===== src/design/dbm_pkg.sv =====
// Package: constants and types for the drop bus line port mux
package dbm_pkg;
  // Direct register addresses of the line I/O control registers
  localparam logic [15:0] DBM_ADDR_IOCTL_CH0 = 16'h1f01;
  localparam logic [15:0] DBM_ADDR_IOCTL_CH4 = 16'h5f01;
  localparam logic [15:0] DBM_ADDR_IOCTL_CH8 = 16'h9f01;
  // Indirect page numbers and the offset within a page
  localparam logic [7:0] DBM_PAGE_CH0 = 8'h1e;
  localparam logic [7:0] DBM_PAGE_CH4 = 8'h5e;
  localparam logic [7:0] DBM_PAGE_CH8 = 8'h9e;
  localparam logic [7:0] DBM_PAGE_OFFSET_IOCTL = 8'h01;
  // Clock-invert bit position within the control register
  localparam int DBM_INVERT_BIT = 2;
  localparam logic [7:0] DBM_IOCTL_RESET = 8'h00;
  localparam int DBM_NUM_TRIB = 3;
  localparam logic [7:0] DBM_READ_IDLE = 8'h00;
  // Line clock divider: half period in system clocks
  localparam logic [3:0] DBM_LINE_HALF_PERIOD = 4'h2;
  typedef enum logic [1:0] {
    DBM_PHASE_LOW = 2'b01,
    DBM_PHASE_HIGH = 2'b10
  } dbm_phase_type;
endpackage


===== src/design/dbm_line_if.sv =====
// Interface: line clock phase events shared with the tributary lane
`timescale 1ns/10ps
`default_nettype none
interface dbm_line_if;
  logic riseEvt;
  logic fallEvt;
  logic lineClk;
  modport src (output riseEvt, output fallEvt, output lineClk);
  modport dst (input riseEvt, input fallEvt, input lineClk);
endinterface
`default_nettype wire


===== src/design/drop_bus_line_port_mux.sv =====
// Pin mux of drop bus bits 2..7 and tributary line data and clocks
`timescale 1ns/10ps
`default_nettype none
module drop_bus_line_port_mux (
  input wire logic clk,
  input wire logic nrst,
  input wire logic dropBusEnable,
  input wire logic dropBusClock,
  input wire logic [7:0] dropData,
  input wire logic [2:0] tribLineBit,
  input wire logic [2:0] tribSts1Mode,
  input wire logic regWrite,
  input wire logic regRead,
  input wire logic regIndirect,
  input wire logic [15:0] regAddr,
  input wire logic [7:0] regPage,
  input wire logic [7:0] regOffset,
  input wire logic [7:0] regWdata,
  output logic [7:0] regRdata,
  output logic drop_bus0_clock,
  output logic drop_bus0_bit2,
  output logic drop_bus0_bit3,
  output logic drop_bus0_bit4,
  output logic drop_bus0_bit5,
  output logic drop_bus0_bit6,
  output logic drop_bus0_bit7
);
  localparam int NT = dbm_pkg::DBM_NUM_TRIB;
  localparam int IB = dbm_pkg::DBM_INVERT_BIT;

  dbm_line_if line ();

  dbm_line_clock_gen u_clk (
    .clk(clk),
    .nrst(nrst),
    .line(line.src)
  );

  // ====================================
  // Register decode
  logic [7:0] ioctl_q [NT];
  logic [7:0] ioctl_d [NT];
  logic [NT-1:0] hit;
  logic [7:0] rdata_d;
  logic [7:0] rdata_q;

  always_comb begin
    hit[0] = regIndirect ?
      (regPage == dbm_pkg::DBM_PAGE_CH0 &&
       regOffset == dbm_pkg::DBM_PAGE_OFFSET_IOCTL) :
      (regAddr == dbm_pkg::DBM_ADDR_IOCTL_CH0);
    hit[1] = regIndirect ?
      (regPage == dbm_pkg::DBM_PAGE_CH4 &&
       regOffset == dbm_pkg::DBM_PAGE_OFFSET_IOCTL) :
      (regAddr == dbm_pkg::DBM_ADDR_IOCTL_CH4);
    hit[2] = regIndirect ?
      (regPage == dbm_pkg::DBM_PAGE_CH8 &&
       regOffset == dbm_pkg::DBM_PAGE_OFFSET_IOCTL) :
      (regAddr == dbm_pkg::DBM_ADDR_IOCTL_CH8);
  end

  // Unmapped reads return zero; read data holds until the next read
  always_comb begin
    rdata_d = rdata_q;
    if (regRead) begin
      rdata_d = dbm_pkg::DBM_READ_IDLE;
      for (int i = 0; i < NT; i++) begin
        if (hit[i]) begin
          rdata_d = ioctl_q[i];
        end
      end
    end
  end

  // ====================================
  // Per-tributary control and line data lane
  logic [NT-1:0] lineData_q, lineData_d;
  logic [NT-1:0] useFall;

  genvar g;
  generate
    for (g = 0; g < NT; g++) begin : gTrib
      always_comb begin
        ioctl_d[g] = ioctl_q[g];
        if (regWrite && hit[g]) begin
          ioctl_d[g] = regWdata;
        end
      end
      always_ff @(posedge clk) begin
        if (!nrst) begin
          ioctl_q[g] <= dbm_pkg::DBM_IOCTL_RESET;
        end else begin
          ioctl_q[g] <= ioctl_d[g];
        end
      end
      assign useFall[g] = ioctl_q[g][IB] && !tribSts1Mode[g];
      // update on chosen line clock edge
      always_comb begin
        lineData_d[g] = lineData_q[g];
        if (useFall[g] ? line.fallEvt : line.riseEvt) begin
          lineData_d[g] = tribLineBit[g];
        end
      end
    end
  endgenerate

  always_ff @(posedge clk) begin
    if (!nrst) begin
      lineData_q <= '0;
      rdata_q <= dbm_pkg::DBM_READ_IDLE;
    end else begin
      lineData_q <= lineData_d;
      rdata_q <= rdata_d;
    end
  end

  // ====================================
  // Drop bus capture on drop clock rising edge
  logic dropClkPrev_q;
  logic [7:2] dropBits_q, dropBits_d;

  // capture bits 2..7 on rising edge
  always_comb begin
    dropBits_d = dropBits_q;
    if (dropBusClock && !dropClkPrev_q) begin
      dropBits_d = dropData[7:2];
    end
  end

  always_ff @(posedge clk) begin
    if (!nrst) begin
      dropClkPrev_q <= 1'b0;
      dropBits_q <= '0;
    end else begin
      dropClkPrev_q <= dropBusClock;
      dropBits_q <= dropBits_d;
    end
  end

  // ====================================
  // Output pin mux, registered
  logic [7:2] pins_d;
  logic clkOut_d;

  always_comb begin
    // Straight copy keeps the pin clock rise on the data update edge
    clkOut_d = dropBusEnable ? dropBusClock : 1'b0;
    if (dropBusEnable) begin
      pins_d = dropBits_d;
    end else begin
      pins_d[2] = lineData_d[0];
      pins_d[3] = lineData_d[1];
      pins_d[4] = lineData_d[2];
      pins_d[5] = line.lineClk;
      pins_d[6] = line.lineClk;
      pins_d[7] = line.lineClk;
    end
  end

  always_ff @(posedge clk) begin
    if (!nrst) begin
      drop_bus0_clock <= 1'b0;
      {drop_bus0_bit7, drop_bus0_bit6, drop_bus0_bit5,
       drop_bus0_bit4, drop_bus0_bit3, drop_bus0_bit2} <= '0;
      regRdata <= dbm_pkg::DBM_READ_IDLE;
    end else begin
      drop_bus0_clock <= clkOut_d;
      {drop_bus0_bit7, drop_bus0_bit6, drop_bus0_bit5,
       drop_bus0_bit4, drop_bus0_bit3, drop_bus0_bit2} <= pins_d;
      regRdata <= rdata_d;
    end
  end
endmodule
`default_nettype wire


===== src/design/dbm_line_clock_gen.sv =====
// Line clock divider producing clock level and edge event pulses
`timescale 1ns/10ps
`default_nettype none
module dbm_line_clock_gen (
  input wire logic clk,
  input wire logic nrst,
  dbm_line_if.src line
);
  dbm_pkg::dbm_phase_type phase_q, phase_d;
  logic [3:0] cnt_q, cnt_d;
  logic rise_q, rise_d;
  logic fall_q, fall_d;

  // ====================================
  // Divider
  always_comb begin
    phase_d = phase_q;
    cnt_d = cnt_q + 4'h1;
    rise_d = 1'b0;
    fall_d = 1'b0;
    if (cnt_q == dbm_pkg::DBM_LINE_HALF_PERIOD - 4'h1) begin
      cnt_d = 4'h0;
      case (phase_q)
        dbm_pkg::DBM_PHASE_LOW: begin
          phase_d = dbm_pkg::DBM_PHASE_HIGH;
          rise_d = 1'b1;
        end
        dbm_pkg::DBM_PHASE_HIGH: begin
          phase_d = dbm_pkg::DBM_PHASE_LOW;
          fall_d = 1'b1;
        end
        default: begin
          phase_d = dbm_pkg::DBM_PHASE_LOW;
        end
      endcase
    end
  end

  always_ff @(posedge clk) begin
    if (!nrst) begin
      phase_q <= dbm_pkg::DBM_PHASE_LOW;
      cnt_q <= 4'h0;
      rise_q <= 1'b0;
      fall_q <= 1'b0;
    end else begin
      phase_q <= phase_d;
      cnt_q <= cnt_d;
      rise_q <= rise_d;
      fall_q <= fall_d;
    end
  end

  assign line.riseEvt = rise_q;
  assign line.fallEvt = fall_q;
  assign line.lineClk = (phase_q == dbm_pkg::DBM_PHASE_HIGH);
endmodule
`default_nettype wire


===== config.mk =====
export PLATFORM = sky130hd
export DESIGN_NAME = drop_bus_line_port_mux
export DESIGN_NICKNAME = d
export VERILOG_FILES = /design/src/design/dbm_pkg.sv /design/src/design/dbm_line_if.sv /design/src/design/drop_bus_line_port_mux.sv /design/src/design/dbm_line_clock_gen.sv
export SDC_FILE = /design/constraint.sdc
export NUM_CORES = 1
export LEC_CHECK = 0
export ABC_AREA = 1
export BUFFER_PORTS_ARGS = -buffer_cell sky130_fd_sc_hd__buf_2
export CAP_MARGIN = 30
export CELL_PAD_IN_SITES_DETAIL_PLACEMENT = 1
export CELL_PAD_IN_SITES_GLOBAL_PLACEMENT = 1
export CORE_MARGIN = 10
export CORE_UTILIZATION = 32
export DETAILED_ROUTE_END_ITERATION = 10
export GPL_ROUTABILITY_DRIVEN = 0
export PLACE_DENSITY = 0.83
export SYNTH_ARGS = -nofsm -noshare
export SYNTH_HDL_FRONTEND = slang
export SYNTH_HIERARCHICAL = 1
export SYNTH_SLANG_ARGS = --single-unit

===== constraint.sdc =====
create_clock -name clk -period 1.3 [get_ports clk]
set_input_delay 0.26 -clock clk [delete_from_list [all_inputs] [get_ports clk]]
set_output_delay 0.26 -clock clk [all_outputs]
set_load 0.01 [all_outputs]

==> out/results.txt, run 1 <==
element type at the critical path end: flip-flop
syn nets: 422
total number of vias: 2579
number of flops mapped to enable cells by yosys: 0
DR iter-0 viols: 81
grt ovf: 0
root buffer cell: clkbuf_8
Synth warnings: 6
Syn Inst Count: 359
die extent in y: 110.1 µm
Total Power: 4.121 mW
Hold-fix buffers, CTS: 0
first-pass iteration count of the detailed router: 4
IO Port Bufs: 73
pins over their slew limit: 0
endpoints failing setup: 0
number of H-tree levels: 3
unrepaired setup endpoints after global routing: true
Setup Skew: 0.006676 ns
ys async rst share: 0%
Final Hold Viols: 0
critical path type: reg2reg
Max Cap Viol: 0
antenna-violating nets left: 0
most frequent cells after synthesis: nor2_1 (72), nand2_1 (70), dfxtp_1 (57)
WP data arrival: 1.45 ns
Core Util, Final: 43.77%
power per cell area: 1206 nW/µm²
total track usage: 13.19%
area post-placement: 3110 µm²
Yosys reg bits: 57
Seq/Total Area, Yosys: 43.89%
most frequent cell after synthesis: nor2_1
cell taking the most area after synthesis: dfxtp_1
Crit Path Max Fanout: 3
ys flop type: dfxtp_1
share of cells above drive strength 1: 30.82%
Area Overhead vs Synth: 31.42%
proportion of netlist area held by the largest area contributor: 43.89%
Clock Pin Slew Worst Setup and Hold Paths: 0.06 ns
# clock sinks: 57
Least-Margin Pin Slew: 0.3325 ns
Initial Utilization: 33.30%
Min Clock Period, post-route: 1.231 ns
PnR worst setup slack: 0.06895 ns
HP Class: in2reg
WL final: 8056 µm
Avg WL per Cell: 14.57 µm
final hold slack: 0.1851 ns
Final Cell Area: 3417 µm²
Nets: 509
CP Launch Type: flip-flop
r2r setup slk: 0.07 ns
worst endpoint required time: 1.52 ns
I/O pin count: 76
FP Rows: 32
f_max: 812.3 MHz
status: complete, no violations
CORE AREA: 7807 µm²
Avg Inst Size Synth: 7.242 µm²
Mapped Area: 2600 µm²
# diodes: 0
period utilization: 94.70%
Slew HR: 77.78%
CTS tree: yes
Synth area leaders: dfxtp_1 (44%), nor2_1 (10%), nand2_1 (10%), inv_1 (6.4%), nand3_1 (4.6%)
dpl ws: -0.2292 ns
cts bufs inserted: 9
DRC violations left: 0
initial antenna violation count: 0
die width: 110.1 µm
pin count of the biggest net entering global routing: 23
Via density: 4.664
vias in the first global route: 2701
Unique masters post-synth: 28
Final HPWL DP: 6015 µm
Max Root-Sink Buffers: 2
Max VDD drop: 0.5596 mV
global-route wire length before repair: 12730 µm
Clock Latency Late Sink: 0.33 ns
leak pwr: 1.645 nW
Die Area: 12130 µm²
==> routing by layer <==
metal / track usage (%) / vias up / part of all wire (%)
li1: - / 1316 / -
met1: 14.44 / 1225 / 40
met2: 24.39 / 28 / 55
met3: 2.844 / 10 / 3.5
met4: 4.771 / 0 / 1.5
met5: 0 / - / 0
==> repair_timing <==
| item | 4_1_cts | 5_1_grt |
|---|---|---|
| pin swaps | 0 | 4 |
| buffers inserted | 0 | 2 |
| resized for setup | 2 | 22 |
| endpoints found under the setup margin | 1 | 26 |
| gates cloned | 0 | 1 |
==> cell type report <==
class | count | area, µm²
clock buffer | 15 | 196.4
clock inverter | 1 | 30.03
fill | 1032 | 4390
inverter | 46 | 175.2
multi-input combinational | 250 | 1313
sequential | 57 | 1142
tap | 102 | 127.6
timing repair buffer | 82 | 432.9
==> where the power goes <==
group | leakage, nW | switching, mW | internal [mW]
Clock | 0.116 | 0.680 | 1.15
Combinational | 1.07 | 0.257 | 0.189
Sequential | 0.463 | 0.0352 | 1.81
Total | 1.64 | 0.972 | 3.15
==> registers in the layout, indices dropped and copies added, names as in the netlist <==
register,cells
ioctl_q,24
lineData_q,3
drop_bus0_bit3,1
drop_bus0_bit7,1
drop_bus0_bit6,1
drop_bus0_bit2,1
u_clk/phase_q,2
drop_bus0_bit4,1
dropBits_q,6
u_clk/line.riseEvt,1
drop_bus0_bit5,1
regRdata,8
u_clk/cnt_q,4
dropClkPrev_q,1
u_clk/line.fallEvt,1
drop_bus0_clock,1
==> final timing paths <==
path | from | endpoint | cells past startpoint
min reg2reg | regRdata[5]$_SDFFE_PN0P_ | regRdata[5]$_SDFFE_PN0P_ | 2
max | ioctl_q[2][2]$_SDFFE_PN0P_ | drop_bus0_bit4$_SDFF_PN0_ | 8
min | regWdata[2] | ioctl_q[0][2]$_SDFFE_PN0P_ | 3
max reg2reg | ioctl_q[2][2]$_SDFFE_PN0P_ | drop_bus0_bit4$_SDFF_PN0_ | 8
==> stage by stage <==
step                      setup TNS (ns)  instances
after floorplan                        0        359
after global placement            -3.473        534
after detailed placement          -5.404        534
after CTS                              0        550
after global routing            -0.06570        553
final                                  0        553
==> placed cells by master, fill, tap and decap left out, types with 2 or more instances in the layout <==
master	instances
nand2_4	5
nand4_1	4
a211oi_2	8
o21ai_0	13
inv_2	2
buf_2	73
nand3_2	3
o21a_1	3
dfxtp_1	56
nor2_4	3
inv_1	43
nand2_2	5
clkbuf_8	14
ha_1	2
mux2i_1	2
nand3_1	22
o211ai_1	3
a21oi_2	2
o21ai_1	5
nor2_2	9
nand2_1	69
nand3b_1	3
buf_4	9
nor2_1	65
nor4_1	2
a21oi_1	18
==> cell families (layout without fill, tap and decap cells) <==
| kind of cell | count (synthesis) | in the layout | share of synthesized area, % |
|---|---|---|---|
| xor+xnor | 1 | 1 | 0.3369 |
| flops | 57 | 57 | 43.89 |
| simple gates | 190 | 191 | 32.29 |
| fa+ha+maj | 2 | 2 | 0.9623 |
| mux | 3 | 3 | 1.155 |
| buf+inv | 53 | 144 | 8.036 |
| compound gates | 53 | 53 | 13.33 |
==> worst max-delay path, cell delays in order (launching register included) <==
cell and delay (ns):
dfxtp_2 0.33, inv_2 0.05, nor2_4 0.12, nor2_2 0.04, a21oi_2 0.13, nand2_1 0.08
o21a_1 0.11, o211ai_1 0.20, inv_1 0.05
Power figures use the tool's default switching activity.
==> run 2, diff against run 1 <==
--- a/config.mk
+++ b/config.mk
@@ -15,3 +15,2 @@
 export DETAILED_ROUTE_END_ITERATION = 10
-export GPL_ROUTABILITY_DRIVEN = 0
 export PLACE_DENSITY = 0.83
==> constraint.sdc (replaced) <==
create_clock -name clk -period 1.3 [get_ports clk]
set_input_delay 0.065 -clock clk [delete_from_list [all_inputs] [get_ports clk]]
set_output_delay 0.065 -clock clk [all_outputs]
set_load 0.01 [all_outputs]
==> run 2 against run 1 <==
Effect of this change: final area grew 0.29%; first-iteration DRC count rose by 14%; sequential share of layout area is 0.098 points lower; clock skew is 0.0022 ns higher; combinational power rose by 2%; cell count up 0.72%; global-route usage is 1.0 points higher; clock-buffer cell count down 6; die area is the same; setup slack lost 0.048 ns; register-to-register slack got worse by 0.05 ns; largest cell class unchanged; highest routed layer unchanged.
==> out/results.txt, run 2 (synthesized netlist as in run 1, its figures left out) <==
I/O pin count: 76
Slew HR: 68.96%
R2R depth: 8
Initial Utilization: 33.30%
CTS tree: yes
CP delay by family, top: compound AO/OA/AOI/OAI gates
CP max-delay cell: dfxtp_2
CP peak stage delay: 0.34 ns
HP Class: in2reg
root buffer cell: clkbuf_8
initial antenna violation count: 0
element type at the critical path end: flip-flop
WL final: 8361 µm
status: complete, no violations
CP Launch Type: flip-flop
Min Clock Period, post-route: 1.279 ns
Die Area: 12130 µm²
share of cells above drive strength 1: 28.35%
global-route wire length before repair: 13560 µm
biggest regs: ioctl_q: 24 flops, regRdata: 8 flops, dropBits_q: 6 flops
Max Root-Sink Buffers: 2
endpoints failing setup: 0
Core Util, Final: 43.89%
# diodes: 0
PnR worst setup slack: 0.02104 ns
unrepaired setup endpoints after global routing: true
Max VDD drop: 0.5490 mV
Clock Pin Slew Worst Setup and Hold Paths: 0.07 ns
cts bufs inserted: 9
grt ovf: 0
Final Hold Viols: 0
WP data arrival: 1.50 ns
CORE AREA: 7807 µm²
total length of routed met3 wires: 263 µm
pins over their slew limit: 0
total track usage: 14.21%
Via density: 4.657
Max Cap Viol: 0
critical path type: reg2reg
Setup Skew: 0.008886 ns
critical path depth: 8
# clock sinks: 57
RePlAce Congestion: 0.7702
Routed met1 length: 3291 µm
pin count of the biggest net entering global routing: 27
first-pass iteration count of the detailed router: 4
Total Power: 4.121 mW
worst endpoint required time: 1.52 ns
crit path cell chain: inv_4, nor2_4, nor2_2, a21oi_2, nand2_1, o21a_1, o211ai_1, inv_1
power per cell area: 1203 nW/µm²
WL met2: 4615 µm
dpl ws: -0.07967 ns
Nets: 513
most common cell after layout, fill and taps aside: buf_2
Area Overhead vs Synth: 31.81%
Crit Path Max Fanout: 2
area post-placement: 3095 µm²
die extent in y: 110.1 µm
Final HPWL DP: 6011 µm
f_max: 781.9 MHz
Fin Setup TNS: 0 ns
DR iter-0 viols: 92
CP Buf/Inv Count: 2
leak pwr: 1.651 nW
Least-Margin Pin Slew: 0.4651 ns
IO Port Bufs: 73
antenna-violating nets left: 0
Clock Latency Late Sink: 0.34 ns
period utilization: 98.38%
die width: 110.1 µm
WHS Path Cells: 3
Placed Cells: 532
Post-Layout Cell Count: 557
most frequent cells in the layout: buf_2 (73), nor2_1 (70), nand2_1 (69)
DRC violations left: 0
Top Layer Used: met4
max reg flops: 24
vias in the first global route: 2808
Avg WL per Cell: 15.01 µm
FP Rows: 32
total number of vias: 2594
Top reg by flops: ioctl_q
Final Cell Area: 3427 µm²
number of H-tree levels: 3
final hold slack: 0.01498 ns
==> run 2: changes by cell type in the layout (fill, tap and decap cells not counted), moves of 3 or more <==
cell,previous run,this run
nor2_1,65,70
clkbuf_8,14,9
clkinv_2,0,3
nor2_2,9,4
o21ai_0,13,16
o21ai_1,5,1
dlygate4sd3_1,0,7
==> run 2: what timing repair did <==
action / in CTS / in global routing
endpoints found under the setup margin: 1 / 4
hold buffers: 7 / 0
pin swaps: 4 / 4
buffers inserted: 1 / 1
hold endpoints to repair: 7 / 0
resized for setup: 7 / 5
==> run 2: power breakdown <==
part | internal [mW] | total (mW) | switching [mW] | leakage (nW)
combinational | 0.192 | 0.457 | 0.264 | 1.08
clock | 1.08 | 1.82 | 0.740 | 0.109
sequential | 1.81 | 1.85 | 0.0376 | 0.463
total | 3.08 | 4.12 | 1.04 | 1.65
==> run 2: final timing paths <==
check / startpoint / endpoint / slack, ns
min: regWdata[0] / ioctl_q[0][0]$_SDFFE_PN0P_ / 0.01
max: ioctl_q[2][2]$_SDFFE_PN0P_ / drop_bus0_bit4$_SDFF_PN0_ / 0.02
min reg2reg: regRdata[7]$_SDFFE_PN0P_ / regRdata[7]$_SDFFE_PN0P_ / 0.46
max reg2reg: ioctl_q[2][2]$_SDFFE_PN0P_ / drop_bus0_bit4$_SDFF_PN0_ / 0.02
==> run 2: final cells by class <==
cell class,instances,area [µm²]
Tap cell,102,127.6
Multi-Input combinational cell,249,1274
Inverter,46,176.4
Sequential cell,57,1142
Clock inverter,7,95.09
Clock buffer,9,123.9
Fill cell,1013,4380
Timing Repair Buffer,87,488.0
==> run 2: routing by layer <==
layer,track usage [%],vias to the layer above
li1,-,1325
met1,14.86,1219
met2,26.16,36
met3,3.366,14
met4,6.789,0
met5,0,-
==> run 2: tightest hold or removal path, delay by kind of cell <==
kind,cells,cell delay [ns]
buffers and inverters,1,0.11
AND/OR/NAND/NOR,2,0.13
==> run 3, diff against run 2 <==
- ABC_AREA: 1 -> unset
- CORE_UTILIZATION: 32 -> 35
- PLACE_DENSITY: 0.83 -> 0.85
==> run 3 against run 2 <==
Effect of this change: the flow now finishes with violations (negative setup slack); sequential share of layout area down 0.40 points; sequential power about the same; maximum frequency down 10%; area after synthesis down 4.1%; via count down 17%; combinational power up 9.0%; power down 2.7%; final area up 1.5%; utilization up 6.8 points; non-clock buffer count up 7.
==> out/results.txt, run 3 <==
global-route wire length before repair: 12150 µm
element type at the critical path end: flip-flop
dpl ws: -0.4519 ns
f_max: 701.0 MHz
Comb pwr share: 12.4%
most frequent cell after synthesis: dfxtp_1
ys flop type: dfxtp_1
max reg flops: 24
Least-Margin Pin Slew: 0.5982 ns
Final HPWL DP: 5188 µm
cts bufs inserted: 9
first-pass iteration count of the detailed router: 4
Initial Utilization: 36.28%
most common cell after layout, fill and taps aside: buf_2
Yosys reg bits: 57
CP peak stage delay: 0.34 ns
min-delay src: dropData[4]
most used cell, CP: mux2i_2
IO Port Bufs: 73
Net Sw Frac: 25.17%
critical path type: reg2reg
hold path endpoint: dropBits_q[4]$_SDFF_PN0_
R2R depth: 5
Nets: 397
share of cells above drive strength 1: 42.18%
PnR worst setup slack: -0.1266 ns
clock share of power: 41.0%
worst endpoint required time: 1.53 ns
CORE AREA: 6869 µm²
power per cell area: 1152 nW/µm²
Unique masters post-synth: 43
switching power: 1.009 mW
Seq/Total Area, Yosys: 45.78%
Internal Power: 3.000 mW
die width: 104.4 µm
final hold slack: 0.01420 ns
Clock Pin Slew Worst Setup and Hold Paths: 0.07 ns
total track usage: 13.73%
WL final: 7585 µm
root buffer cell: clkbuf_8
syn nets: 302
Synth area leaders: dfxtp_1 (46%), mux2i_1 (16%), nand2_1 (5.7%), nor2b_1 (3.5%), a22o_1 (2.8%)
Syn Inst Count: 239
endpoints failing setup: 20
FF-to-FF Start: ioctl_q[2][2]$_SDFFE_PN0P_
Area Overhead vs Synth: 39.61%
Final Hold Viols: 0
Core Util, Final: 50.66%
Max VDD drop: 0.5228 mV
Top reg by flops: ioctl_q
unrepaired setup endpoints after global routing: true
Die Area: 10900 µm²
antenna-violating nets left: 0
# diodes: 0
Min Clock Period, post-route: 1.427 ns
Max Cap Viol: 0
CP Launch Type: flip-flop
I/O pin count: 76
r2r setup slk: -0.13 ns
biggest regs: ioctl_q: 24 flops, regRdata: 8 flops, dropBits_q: 6 flops
Synth warnings: 6
Mapped Area: 2492 µm²
DR iter-0 viols: 80
cell taking the most area after synthesis: dfxtp_1
proportion of netlist area held by the largest area contributor: 45.78%
FP Rows: 30
total number of vias: 2142
Setup Skew: 0.008980 ns
number of H-tree levels: 3
number of flops mapped to enable cells by yosys: 0
Crit Path Max Fanout: 2
GR met2 Demand/Resource: 25.87%
GR peak layer: met2
leak pwr: 1.658 nW
# clock sinks: 57
Avg Inst Size Synth: 10.43 µm²
grt ovf: 0
status: complete, but fails checks
most frequent cells after synthesis: dfxtp_1 (57), mux2i_1 (39), nand2_1 (38)
crit path cell chain: nor2b_4, mux2i_2, mux2i_2, mux2i_1, and2_1
HP Class: in2reg
Avg WL per Cell: 17.44 µm
Fin Setup TNS: -1.036 ns
failing checks: negative setup slack
DRC violations left: 0
sequential power share: 46.5%
FF-to-FF End: drop_bus0_bit4$_SDFF_PN0_
Placed Cells: 412
vias in the first global route: 2457
pins over their slew limit: 0
WHS Path Cells: 3
most frequent cells in the layout: buf_2 (72), dfxtp_1 (53), mux2i_1 (36)
CP max-delay cell: dfxtp_2
die extent in y: 104.4 µm
pin count of the biggest net entering global routing: 30
initial antenna violation count: 0
CP delay by family, top: multiplexers
Max Root-Sink Buffers: 2
Post-Layout Cell Count: 435
ys async rst share: 0%
Slew HR: 59.56%
CP Buf/Inv Count: 0
period utilization: 109.7%
WP data arrival: 1.66 ns
Via density: 4.924
Clock Latency Late Sink: 0.34 ns
RePlAce Congestion: 0.7432
Global Route met1 Usage: 13.67%
CTS tree: yes
met3 usage: 3.036%
run 3: changes by cell type in the layout (fill, tap and decap cells not counted), moves of 10 or more:
cell,before,now
nor2_1,70,3
mux2i_1,2,36
o21ai_0,16,1
buf_4,7,17
a21oi_1,19,1
nand3_1,24,2
inv_1,43,6
nor2b_1,0,10
nand2_1,69,35
run 3: power groups by stage:
stage	clock [mW]	sequential [mW]	combinational (mW)
5_1_grt	1.77	1.87	0.551
3_3_place_gp	0	1.89	0.423
4_1_cts	1.68	1.86	0.484
3_5_place_dp	0	1.90	0.443
6_report	1.65	1.87	0.498
2_1_floorplan	0	1.90	0.227
run 3: cell type report:
type | count | area (µm²)
repair buffers | 94 | 560.5
clock buffers | 10 | 137.6
well taps | 96 | 120.1
clock inverters | 6 | 57.56
inverters | 6 | 22.52
multi-input cells | 166 | 1435
fillers | 782 | 3390
flip-flops and latches | 57 | 1146
run 3: per-stage QoR:
step / instance area [µm²] / total power [mW]
floorplan: 2512 / 2.128
global placement: 3085 / 2.315
detailed placement: 3085 / 2.342
CTS: 3412 / 4.028
global route: 3480 / 4.190
finish: 3480 / 4.009
run 3: cells by family (layout without fill, tap and decap cells):
kind of cell	count (synthesis)	after routing	synth area share, %
AO/OA/AOI/OAI	35	35	13.96
XOR/XNOR	1	1	0.3515
adder cells (fa/ha/maj)	2	2	1.004
buffers and inverters	16	116	2.610
flip-flops	57	57	45.78
multiplexers	39	39	15.66
AND/OR/NAND/NOR	89	89	20.63
run 3: per-layer routing:
metal	routed length (µm)	up-vias
met5	0	-
li1	-	1043
met1	2888	1027
met4	216	0
met3	248	17
met2	4232	55
run 3: worst reg2reg max path, stage by stage (launching register included):
cell and delay, ns:
dfxtp_2 0.34, nor2b_4 0.15, mux2i_2 0.26, mux2i_2 0.29, mux2i_1 0.11, and2_1 0.17
run 3: how the worst max path moves through the flow:
stage,startpoint,endpoint,slack (ns),depth (start not counted)
finish,ioctl_q[2][2]$_SDFFE_PN0P_,drop_bus0_bit4$_SDFF_PN0_,-0.13,5
global route,ioctl_q[2][2]$_SDFFE_PN0P_,drop_bus0_bit4$_SDFF_PN0_,-0.20,5
CTS,ioctl_q[2][2]$_SDFFE_PN0P_,drop_bus0_bit4$_SDFF_PN0_,-0.14,5
detailed placement,regAddr[13],regRdata[0]$_SDFFE_PN0P_,-0.45,7
global placement,regAddr[13],regRdata[0]$_SDFFE_PN0P_,-0.39,7
floorplan,regAddr[13],regRdata[0]$_SDFFE_PN0P_,-0.18,6
run 3: timing repair:
action,CTS,global route
pin swaps,0,3
hold endpoints to repair,2,0
gates resized for setup,19,11
setup buffers,6,2
setup endpoints to repair,22,40
hold buffers,1,0
